**config.mk**
```make
export PLATFORM = sky130hd
export DESIGN_NAME = rpa_lane_align
export DESIGN_NICKNAME = d
export VERILOG_FILES = /design/src/rpa_pkg.sv /design/src/rpa_lane_align.sv
export VERILOG_INCLUDE_DIRS = /design/src
export SDC_FILE = /design/constraint.sdc
export NUM_CORES = 1
export LEC_CHECK = 0
export ABC_AREA = 1
export ABC_CLOCK_PERIOD_IN_PS = 4390
export BUFFER_PORTS_ARGS = -buffer_cell sky130_fd_sc_hd__buf_2
export CAP_MARGIN = 30
export CELL_PAD_IN_SITES_DETAIL_PLACEMENT = 1
export CELL_PAD_IN_SITES_GLOBAL_PLACEMENT = 2
export CORE_ASPECT_RATIO = 1.1
export CORE_MARGIN = 2
export CORE_UTILIZATION = 29
export DETAILED_ROUTE_END_ITERATION = 8
export GPL_TIMING_DRIVEN = 0
export PLACE_DENSITY_LB_ADDON = 0.05
export SLEW_MARGIN = 10
export SYNTH_ARGS = -nofsm -noshare
export SYNTH_HDL_FRONTEND = slang
export SYNTH_SLANG_ARGS = --single-unit
```
**constraint.sdc**
```tcl
create_clock -name i_core_clk -period 4.39 [get_ports i_core_clk]
set_input_delay 0.6585 -clock i_core_clk [delete_from_list [all_inputs] [get_ports i_core_clk]]
set_output_delay 0.6585 -clock i_core_clk [all_outputs]
set_load 0.01 [all_outputs]
```
**src/rpa_consts.svh**
```systemverilog
`ifndef RPA_CONSTS_SVH
`define RPA_CONSTS_SVH

// Register byte offsets
`define RPA_REG_CTRL 12'h000
`define RPA_REG_MF_LEN 12'h004
`define RPA_REG_STATUS 12'h008
`define RPA_REG_LANE_MAP 12'h00c

// Control register fields
`define RPA_CTRL_IGNORE_FCS 0

// Status register field positions
`define RPA_ST_SYNCED 0
`define RPA_ST_LOCK 4
`define RPA_ST_SYNC_ERR 8
`define RPA_ST_PERIOD_ERR 12
`define RPA_ST_REPEAT_ERR 16
`define RPA_ST_FOUND 20
`define RPA_ST_ALIGNED 24
`define RPA_ST_ALIGN_ERR 25
`define RPA_ST_LINK 26
`define RPA_ST_LOCAL_FAULT 27

// Reset values
`define RPA_MF_LEN_RST 16'h3fff

// Block lock: 64 good headers to lock, 16 bad in a 64 window to drop
`define RPA_LOCK_GOOD_M1 7'h3f
`define RPA_LOCK_BAD_M1 5'h0f
`define RPA_SLIP_MAX 4'hf
// Four consecutive invalid markers
`define RPA_REPEAT_M1 2'h3
// Alignment attempts before the failure flag
`define RPA_ALIGN_TRIES_M1 3'h7

// Sync header codes
`define RPA_SH_DATA 2'h1
`define RPA_SH_CTRL 2'h2

// Marker words of the four logical lanes
`define RPA_MARKER_0 64'h90_76_47_00_6f_89_b8_00
`define RPA_MARKER_1 64'hf0_c4_e6_00_0f_3b_19_00
`define RPA_MARKER_2 64'hc5_65_9b_00_3a_9a_64_00
`define RPA_MARKER_3 64'ha2_79_3d_00_5d_86_c2_00

// Frame check
`define RPA_CRC_POLY 32'hedb88320
`define RPA_CRC_INIT 32'hffffffff

`endif

```
**src/rpa_pkg.sv**
```systemverilog
`default_nettype none
package rpa_pkg;

  typedef enum logic [0:0] {
    MK_SEARCH,
    MK_TRACK
  } rpa_mk_e;

  typedef struct packed {
    logic lock;
    logic [6:0] sh_cnt;
    logic [4:0] bad_cnt;
    logic [3:0] slips;
    logic slip;
    rpa_mk_e mk;
    logic [16:0] mf_cnt;
    logic [1:0] rep_cnt;
    logic [1:0] id;
    logic sync_err;
    logic period_err;
    logic repeat_err;
    logic mf_err;
    logic synced;
    logic [3:0] fr_cnt;
    logic fr_valid;
  } rpa_lane_s;

  typedef struct packed {
    rpa_lane_s [3:0] lane;
    logic aligned;
    logic aligned_err;
    logic [2:0] tries;
    logic misaligned;
    logic link_status;
    logic local_fault;
    logic ignore_fcs;
    logic [15:0] mf_len;
    logic [31:0] crc;
    logic pkt_valid;
    logic pkt_sop;
    logic pkt_eop;
    logic pkt_err;
    logic [31:0] pkt_data;
    logic bad_fcs;
    logic [1:0] bad_code;
    logic [31:0] prdata;
    logic pslverr;
  } rpa_state_s;

endpackage
`default_nettype wire

```
**src/rpa_lane_align.sv**
```systemverilog
`timescale 1ns/1ps
`default_nettype none
`include "rpa_consts.svh"

// Summary of operation
// - All status updates on rising core clock
// - Synced low while unlocked or erroring
// - Synced high when locked with markers tracked
// - Sync error on lock failure, loss, no marker
// - Sync and period errors hold until relock or another error
// - Period error on marker at wrong spacing
// - Repeat failure after four invalid markers
// - One-cycle pulse per invalid marker
// - Aligned when all lanes tracked together
// - Alignment error on retries or lost alignment
// - Misaligned pulse when markers not simultaneous
// - Per-lane header error count with valid
// - Two-bit logical lane id per position
// - Found bit once logical lane identified
// - Block lock per standard header procedure
// - Link status is aligned and not high-error
// - Local fault is OR of two faults
// - Flag computed versus carried CRC mismatch
// - Packet error on last transfer unless ignored
// - One-cycle bad frame check pulse per error
// - Two-bit bad code: registered decode error state in low bit, high bit zero
module rpa_lane_align (
  input wire logic i_core_clk,
  input wire logic i_sys_rst,
  input wire logic [11:0] i_paddr,
  input wire logic i_psel,
  input wire logic i_penable,
  input wire logic i_pwrite,
  input wire logic [31:0] i_pwdata,
  input wire logic [3:0] i_pstrb,
  output logic [31:0] o_prdata,
  output logic o_pready,
  output logic o_pslverr,
  input wire logic [3:0] i_lane_valid,
  input wire logic [3:0][1:0] i_lane_hdr,
  input wire logic [3:0][63:0] i_lane_data,
  input wire logic i_high_error_rate,
  input wire logic i_received_local_fault,
  input wire logic i_internal_local_fault,
  input wire logic i_decode_err_state,
  input wire logic i_pkt_valid,
  input wire logic i_pkt_sop,
  input wire logic i_pkt_eop,
  input wire logic [31:0] i_pkt_data,
  output logic [3:0] o_lane_slip,
  output logic [3:0] o_synced,
  output logic [3:0] o_sync_error,
  output logic [3:0] o_marker_period_error,
  output logic [3:0] o_marker_repeat_failure,
  output logic [3:0] o_marker_invalid_pulse,
  output logic [3:0] o_block_lock,
  output logic [3:0] o_logical_lane_found,
  output logic [3:0][1:0] o_logical_lane_id,
  output logic [3:0][3:0] o_framing_err_cnt,
  output logic [3:0] o_framing_err_valid,
  output logic o_aligned,
  output logic o_aligned_err,
  output logic o_misaligned,
  output logic o_link_status,
  output logic o_local_fault,
  output logic o_pkt_valid,
  output logic o_pkt_sop,
  output logic o_pkt_eop,
  output logic o_pkt_err,
  output logic [31:0] o_pkt_data,
  output logic o_bad_fcs,
  output logic [1:0] o_bad_code
);
  import rpa_pkg::*;

  rpa_state_s st;
  rpa_state_s next_st;

  // Reflected CRC32, data taken least significant bit first
  function automatic logic [31:0] crc32_word(input logic [31:0] crc, input logic [31:0] data);
    logic [31:0] c;
    c = crc;
    for (int i = 0; i < 32; i++) begin
      if (c[0] ^ data[i]) begin
        c = (c >> 1) ^ `RPA_CRC_POLY;
      end else begin
        c = c >> 1;
      end
    end
    return c;
  endfunction

  // Returns {hit, logical lane index} for a control block carrying a marker
  function automatic logic [2:0] marker_match(input logic [1:0] hdr, input logic [63:0] data);
    logic [2:0] r;
    r = 3'h0;
    if (hdr == `RPA_SH_CTRL) begin
      if (data == `RPA_MARKER_0) r = 3'h4;
      if (data == `RPA_MARKER_1) r = 3'h5;
      if (data == `RPA_MARKER_2) r = 3'h6;
      if (data == `RPA_MARKER_3) r = 3'h7;
    end
    return r;
  endfunction

  function automatic logic [31:0] status_word(input rpa_state_s s);
    logic [31:0] w;
    w = 32'h0;
    for (int l = 0; l < 4; l++) begin
      w[`RPA_ST_SYNCED + l] = s.lane[l].synced;
      w[`RPA_ST_LOCK + l] = s.lane[l].lock;
      w[`RPA_ST_SYNC_ERR + l] = s.lane[l].sync_err;
      w[`RPA_ST_PERIOD_ERR + l] = s.lane[l].period_err;
      w[`RPA_ST_REPEAT_ERR + l] = s.lane[l].repeat_err;
      w[`RPA_ST_FOUND + l] = (s.lane[l].mk == MK_TRACK);
    end
    w[`RPA_ST_ALIGNED] = s.aligned;
    w[`RPA_ST_ALIGN_ERR] = s.aligned_err;
    w[`RPA_ST_LINK] = s.link_status;
    w[`RPA_ST_LOCAL_FAULT] = s.local_fault;
    return w;
  endfunction

  always_comb begin
    rpa_lane_s ln;
    logic bad;
    logic [2:0] mm;
    logic at_slot;
    logic any_mk;
    logic all_mk;
    logic all_synced;
    logic [31:0] crc_cur;
    logic mismatch;
    ln = '0;
    bad = 1'b0;
    mm = 3'h0;
    at_slot = 1'b0;
    any_mk = 1'b0;
    all_mk = 1'b1;
    all_synced = 1'b1;
    crc_cur = 32'h0;
    mismatch = 1'b0;
    next_st = st;
    next_st.misaligned = 1'b0;
    next_st.bad_fcs = 1'b0;

    for (int l = 0; l < 4; l++) begin
      ln = st.lane[l];
      ln.mf_err = 1'b0;
      ln.slip = 1'b0;
      ln.fr_valid = i_lane_valid[l];
      ln.fr_cnt = 4'h0;
      if (i_lane_valid[l]) begin
        bad = (i_lane_hdr[l] != `RPA_SH_DATA) && (i_lane_hdr[l] != `RPA_SH_CTRL);
        ln.fr_cnt = {3'h0, bad};
        mm = marker_match(i_lane_hdr[l], i_lane_data[l]);
        if (!st.lane[l].lock) begin
          // Hunting: any bad header restarts the count and slips one bit
          if (bad) begin
            ln.sh_cnt = 7'h0;
            ln.slip = 1'b1;
            if (ln.slips == `RPA_SLIP_MAX) begin
              ln.slips = 4'h0;
              ln.sync_err = 1'b1;
              ln.period_err = 1'b0;
              ln.repeat_err = 1'b0;
            end else begin
              ln.slips = ln.slips + 4'h1;
            end
          end else if (ln.sh_cnt == `RPA_LOCK_GOOD_M1) begin
            ln.lock = 1'b1;
            ln.sh_cnt = 7'h0;
            ln.bad_cnt = 5'h0;
            ln.slips = 4'h0;
            ln.sync_err = 1'b0;
            ln.period_err = 1'b0;
            ln.repeat_err = 1'b0;
            ln.mk = MK_SEARCH;
            ln.mf_cnt = 17'h0;
            ln.rep_cnt = 2'h0;
          end else begin
            ln.sh_cnt = ln.sh_cnt + 7'h1;
          end
        end else if (bad && (ln.bad_cnt == `RPA_LOCK_BAD_M1)) begin
          // Too many header errors in one window: lock is lost
          ln.lock = 1'b0;
          ln.sh_cnt = 7'h0;
          ln.bad_cnt = 5'h0;
          ln.sync_err = 1'b1;
          ln.period_err = 1'b0;
          ln.repeat_err = 1'b0;
          ln.mk = MK_SEARCH;
        end else begin
          if (bad) begin
            ln.bad_cnt = ln.bad_cnt + 5'h1;
          end
          if (ln.sh_cnt == `RPA_LOCK_GOOD_M1) begin
            ln.sh_cnt = 7'h0;
            ln.bad_cnt = 5'h0;
          end else begin
            ln.sh_cnt = ln.sh_cnt + 7'h1;
          end
          // Marker tracking only runs while locked
          case (ln.mk)
            MK_SEARCH: begin
              if (mm[2]) begin
                ln.mk = MK_TRACK;
                ln.id = mm[1:0];
                ln.mf_cnt = 17'h0;
                ln.rep_cnt = 2'h0;
              end else if (ln.mf_cnt == {st.mf_len, 1'b0}) begin
                // Two whole periods without a marker
                ln.mf_cnt = 17'h0;
                ln.sync_err = 1'b1;
                ln.period_err = 1'b0;
                ln.repeat_err = 1'b0;
              end else begin
                ln.mf_cnt = ln.mf_cnt + 17'h1;
              end
            end
            MK_TRACK: begin
              at_slot = (ln.mf_cnt + 17'h1) == {1'b0, st.mf_len};
              if (at_slot) begin
                ln.mf_cnt = 17'h0;
                if (mm[2]) begin
                  ln.rep_cnt = 2'h0;
                  any_mk = 1'b1;
                end else begin
                  ln.mf_err = 1'b1;
                  if (ln.rep_cnt == `RPA_REPEAT_M1) begin
                    ln.repeat_err = 1'b1;
                    ln.sync_err = 1'b0;
                    ln.period_err = 1'b0;
                    ln.mk = MK_SEARCH;
                  end else begin
                    ln.rep_cnt = ln.rep_cnt + 2'h1;
                  end
                end
              end else if (mm[2]) begin
                // Marker seen off the expected spacing
                ln.period_err = 1'b1;
                ln.sync_err = 1'b0;
                ln.repeat_err = 1'b0;
                ln.mk = MK_SEARCH;
                ln.mf_cnt = 17'h0;
              end else begin
                ln.mf_cnt = ln.mf_cnt + 17'h1;
              end
            end
            default: begin
              ln.mk = MK_SEARCH;
            end
          endcase
        end
      end
      // A marker counts as present only on a lane that hit its slot with one
      if (!(i_lane_valid[l] && st.lane[l].lock && (st.lane[l].mk == MK_TRACK) && at_slot
            && mm[2])) begin
        all_mk = 1'b0;
      end
      at_slot = 1'b0;
      ln.synced = ln.lock && (ln.mk == MK_TRACK) &&
                  !(ln.sync_err || ln.period_err || ln.repeat_err);
      all_synced = all_synced && ln.synced;
      next_st.lane[l] = ln;
    end

    // Alignment: no deskew buffer here, markers must already arrive together
    if (!all_synced) begin
      if (st.aligned) begin
        next_st.aligned_err = 1'b1;
      end
      next_st.aligned = 1'b0;
      next_st.tries = 3'h0;
    end else if (any_mk) begin
      if (all_mk) begin
        next_st.aligned = 1'b1;
        next_st.aligned_err = 1'b0;
        next_st.tries = 3'h0;
      end else begin
        next_st.misaligned = 1'b1;
        if (st.aligned) begin
          next_st.aligned = 1'b0;
          next_st.aligned_err = 1'b1;
        end else if (st.tries == `RPA_ALIGN_TRIES_M1) begin
          next_st.aligned_err = 1'b1;
        end else begin
          next_st.tries = st.tries + 3'h1;
        end
      end
    end
    next_st.link_status = next_st.aligned && !i_high_error_rate;
    next_st.local_fault = i_received_local_fault || i_internal_local_fault;
    next_st.bad_code = {1'b0, i_decode_err_state};

    // Frame check: last word of each packet carries the CRC
    next_st.pkt_valid = i_pkt_valid;
    next_st.pkt_sop = i_pkt_sop;
    next_st.pkt_eop = i_pkt_eop;
    next_st.pkt_data = i_pkt_data;
    next_st.pkt_err = 1'b0;
    if (i_pkt_valid) begin
      crc_cur = i_pkt_sop ? `RPA_CRC_INIT : st.crc;
      if (i_pkt_eop) begin
        mismatch = ~crc_cur != i_pkt_data;
        next_st.bad_fcs = mismatch;
        next_st.pkt_err = mismatch && !st.ignore_fcs;
        next_st.crc = `RPA_CRC_INIT;
      end else begin
        next_st.crc = crc32_word(crc_cur, i_pkt_data);
      end
    end

    // APB: read data and error decided in setup, presented in access
    if (i_psel && !i_penable) begin
      next_st.pslverr = 1'b0;
      case (i_paddr)
        `RPA_REG_CTRL: next_st.prdata = {31'h0, st.ignore_fcs};
        `RPA_REG_MF_LEN: next_st.prdata = {16'h0, st.mf_len};
        `RPA_REG_STATUS: next_st.prdata = status_word(st);
        `RPA_REG_LANE_MAP: next_st.prdata = {24'h0, st.lane[3].id, st.lane[2].id,
                                             st.lane[1].id, st.lane[0].id};
        default: begin
          next_st.prdata = 32'h0;
          next_st.pslverr = 1'b1;
        end
      endcase
    end
    if (i_psel && i_penable && i_pwrite && !st.pslverr) begin
      case (i_paddr)
        `RPA_REG_CTRL: begin
          if (i_pstrb[0]) next_st.ignore_fcs = i_pwdata[`RPA_CTRL_IGNORE_FCS];
        end
        `RPA_REG_MF_LEN: begin
          if (i_pstrb[0]) next_st.mf_len[7:0] = i_pwdata[7:0];
          if (i_pstrb[1]) next_st.mf_len[15:8] = i_pwdata[15:8];
        end
        default: begin
          next_st.ignore_fcs = next_st.ignore_fcs;
        end
      endcase
    end

    if (i_sys_rst) begin
      next_st = '0;
      next_st.mf_len = `RPA_MF_LEN_RST;
      next_st.crc = `RPA_CRC_INIT;
    end
  end

  always_ff @(posedge i_core_clk) begin
    st <= next_st;
  end

  always_comb begin
    for (int l = 0; l < 4; l++) begin
      o_lane_slip[l] = st.lane[l].slip;
      o_synced[l] = st.lane[l].synced;
      o_sync_error[l] = st.lane[l].sync_err;
      o_marker_period_error[l] = st.lane[l].period_err;
      o_marker_repeat_failure[l] = st.lane[l].repeat_err;
      o_marker_invalid_pulse[l] = st.lane[l].mf_err;
      o_block_lock[l] = st.lane[l].lock;
      o_logical_lane_found[l] = (st.lane[l].mk == MK_TRACK);
      o_logical_lane_id[l] = st.lane[l].id;
      o_framing_err_cnt[l] = st.lane[l].fr_cnt;
      o_framing_err_valid[l] = st.lane[l].fr_valid;
    end
  end

  assign o_prdata = st.prdata;
  assign o_pslverr = st.pslverr && i_psel && i_penable;
  assign o_pready = i_psel && i_penable;
  assign o_aligned = st.aligned;
  assign o_aligned_err = st.aligned_err;
  assign o_misaligned = st.misaligned;
  assign o_link_status = st.link_status;
  assign o_local_fault = st.local_fault;
  assign o_pkt_valid = st.pkt_valid;
  assign o_pkt_sop = st.pkt_sop;
  assign o_pkt_eop = st.pkt_eop;
  assign o_pkt_err = st.pkt_err;
  assign o_pkt_data = st.pkt_data;
  assign o_bad_fcs = st.bad_fcs;
  assign o_bad_code = st.bad_code;

endmodule
`default_nettype wire

```
==> impl_metrics.env <==
export IMPL_startpoint_type="register"
export IMPL_final_common_cell="nand2_1"
export IMPL_final_cell_mix="nand2_1, nor2_1, inv_1"
export IMPL_syn_area_per_cell_um2=5.678
export IMPL_first_pass_iters=7
export IMPL_finalCriticalPeriod_ps=4187
export IMPL_outcome="completed"
export IMPL_min_path_type="in -> reg"
export IMPL_ios=498
export IMPL_ir_drop_uv=578.0
export IMPL_use_met2_pct=49.86
export IMPL_slowest_delay_ps=480
export IMPL_setup_viol=0
export IMPL_finalWirelength_mm=143.6
export IMPL_drt_first_iter_violations=1833
export IMPL_maxSlewViolCount=0
export IMPL_critical_path_buf_inv_count=4
export IMPL_seq_area_mm2=0.006247
export IMPL_gp_congestion=0.9299
export IMPL_grt_pass1_vias=34330
export IMPL_skew_ps=40.84
export IMPL_cp_slowest_cell="dfxtp_1"
export IMPL_worst_setup_path_type="reg -> reg"
export IMPL_grt_max_degree=12
export IMPL_root_buffer="clkbuf_16"
export IMPL_power_density_mw_per_mm2=608.8
export IMPL_seq_area_frac_synth_pct=22.13
export IMPL_worstPathArrival_ps=4700
export IMPL_yosysUniqueCellTypes=62
export IMPL_synth_top_cell_by_area="dfxtp_1"
export IMPL_cts_tree="yes"
export IMPL_gr_usage_met3_pct=3.360
export IMPL_antenna_found_initial=18
export IMPL_drive_above_1_share_pct=15.13
export IMPL_io_buffers=455
export IMPL_fp_dieH_um=331.2
export IMPL_via_per_inst=5.012
export IMPL_async_flop_share_pct=0
export IMPL_routedWlPerCell_um=21.03
export IMPL_p_total_uw=20770
export IMPL_ant_nets=0
export IMPL_die_area_mm2=0.09985
export IMPL_max_freq_ghz=0.2389
export IMPL_required_ps=4900
export IMPL_finalHoldViolCount=0
export IMPL_rows=120
export IMPL_clock_sinks=312
export IMPL_clk_pin_slew_ps=60
export IMPL_cap_violations=0
export IMPL_cp_max_fo=6
export IMPL_synth_seq_cells=312
export IMPL_drc=0
export IMPL_synth_top_area_share_pct=22.13
export IMPL_route_vias_total=34230
export IMPL_grt_overflow_total=0
export IMPL_synth_edff_count=0
export IMPL_start_util_pct=29.10
export IMPL_worst_pin_slew_ps=1067
export IMPL_placed_cells=6745
export IMPL_yosysWarnings=0
export IMPL_die_w_um=301.5
export IMPL_grt_use_total_pct=27.99
export IMPL_grt_pass1_wl_mm=212.9
export IMPL_synth_area_leaders="dfxtp_1, nand2_1, nor2_1, nand3_1, inv_1"
export IMPL_synthFlopType="dfxtp_1"
export IMPL_post_route_period_util_pct=95.37
export IMPL_busiest_layer="met2"
export IMPL_synthCells=4971
export IMPL_p_leak_uw=0.01564
export IMPL_use_met1_pct=34.37
export IMPL_relSlewSlack_pct=28.63
export IMPL_synth_area_mm2=0.02823
export IMPL_cp_end_kind="register"
export IMPL_n_fill_cell=13330
export IMPL_core_area_mm2=0.09699
export IMPL_htreeDepth=2
export IMPL_num_nets_final=5896
export IMPL_cts_buffers=44
export IMPL_multiInputGateArea_mm2=0.01849
export IMPL_clock_latency_ps=630
export IMPL_crit_family="simple AND/OR/NAND/NOR gates"
export IMPL_cp_common_cell="nand2_1"
export IMPL_layout_cells_non_filler=6829
export IMPL_cts_buffer_depth=3
export IMPL_hpwl_mm=119.5
export IMPL_area_growth_pct=20.88
export IMPL_rsz0062_at_grt="true"
-- worst register-to-register path, cell delays in order, from the launching register on --
cell	delay, ps
dfxtp_1	480
inv_1	180
nor2_1	440
nand2_1	190
nand2_1	140
nand2_1	60
nand2_1	90
nand2_1	130
nor2_1	140
nand2_1	60
nor2_1	280
inv_1	90
nor2_1	240
nand3_1	110
nand2_1	70
nand2_1	50
nand2_1	80
nand2_1	40
nand2_1	90
nand2_1	60
inv_1	50
nand2_1	70
nor2_1	300
nand2_1	90
inv_1	110
nand3_2	180
nor2_4	260
-- metal layers --
layer	wire, µm	share of wire (%)
met1	61940	43
met2	70670	49
met3	5665	3.9
met4	5218	3.6
met5	92	0.064
-- path summary, 6_finish.rpt --
path / startpoint / to / slack, ps / cells past startpoint
setup reg to reg: st[293] / o_misaligned / 200 / 26
hold / removal: i_high_error_rate / o_link_status / 230 / 2
setup / recovery: st[293] / o_misaligned / 200 / 26
hold reg to reg: st[327] / st[327] / 450 / 2
-- cell type report --
class | count | area share [%]
antenna | 9 | 0.06600
sequential | 312 | 18.31
inverter | 581 | 6.410
timing repair buffer | 477 | 7.502
buffer | 237 | 4.107
clock buffer | 59 | 3.718
tap | 1281 | 4.697
clock inverter | 22 | 0.9901
multi-input combinational | 3851 | 54.20
-- cell usage after synthesis (4+ instances only) --
cell	instances
a31oi_1	6
nand3_2	6
o21ai_0	88
o21ai_1	10
nand3b_1	13
o21bai_1	5
nor2_1	740
inv_1	553
o221ai_1	6
o22ai_1	15
ha_1	32
a21oi_1	219
xnor2_1	37
and3_1	9
o211a_1	4
o31ai_1	7
a41oi_1	5
buf_2	8
and2_1	4
a211oi_1	21
nand2_1	1471
nand2_2	55
buf_4	126
xor2_1	141
o2111ai_1	10
clkbuf_1	102
a22oi_1	4
xor2_2	9
nand2_4	15
nand4_1	141
nand3_1	527
nor4_1	37
buf_1	4
or2_2	14
o211ai_1	14
inv_2	20
nor3_1	140
clkinv_1	7
dfxtp_1	312
-- per-stage QoR --
stage | TNS [ps] | hold WS (ps) | util (%) | setup slack, ps | instance area, µm²
after detailed placement | -11300 | 435.6 | 33.46 | -681.5 | 32460
after floorplan | 0 | 421.8 | - | 1046 | 28290
after global routing | -53.18 | 214.2 | 35.17 | -53.18 | 34120
final | 0 | 225.7 | 35.18 | 203.3 | 34120
after CTS | 0 | 194.0 | 35.11 | 68.00 | 34060
after global placement | -15170 | 430.2 | 33.16 | -799.4 | 32170
-- flip-flops by register name, indices dropped and copies added, names as in the netlist, 4 cells and up --
| signal | flops |
|---|---|
| st | 193 |
| o_pkt_data | 32 |
| o_prdata | 28 |
| o_logical_lane_id | 8 |
| o_block_lock | 4 |
| o_framing_err_cnt | 4 |
| o_framing_err_valid | 4 |
| o_lane_slip | 4 |
| o_logical_lane_found | 4 |
| o_marker_invalid_pulse | 4 |
| o_marker_period_error | 4 |
| o_marker_repeat_failure | 4 |
| o_sync_error | 4 |
| o_synced | 4 |
-- logic make-up (layout without fill, tap and decap cells) --
family,count (synthesis),after routing,synth area share [%]
adder cells (fa/ha/maj),32,32,1.418
AND/OR/NAND/NOR,3186,3186,48.61
AO/OA/AOI/OAI,423,423,8.511
flip-flops,312,312,22.13
buffers and inverters,824,1376,12.77
other,1,26,0.01329
XOR/XNOR,193,193,6.551
-- repair_timing --
item | 4_1_cts | 5_1_grt
endpoints found under the setup margin | 44 | 23
buffers inserted | 0 | 0
gates resized for setup | 7 | 13
hold buffers | 0 | 0
-- where the power goes --
group	total, µW	internal (µW)	switching, µW
combinational	13600	4220	9360
sequential	3120	2990	134
clock	4070	2500	1570
total	20800	9710	11100
Power figures use the tool's default switching activity.
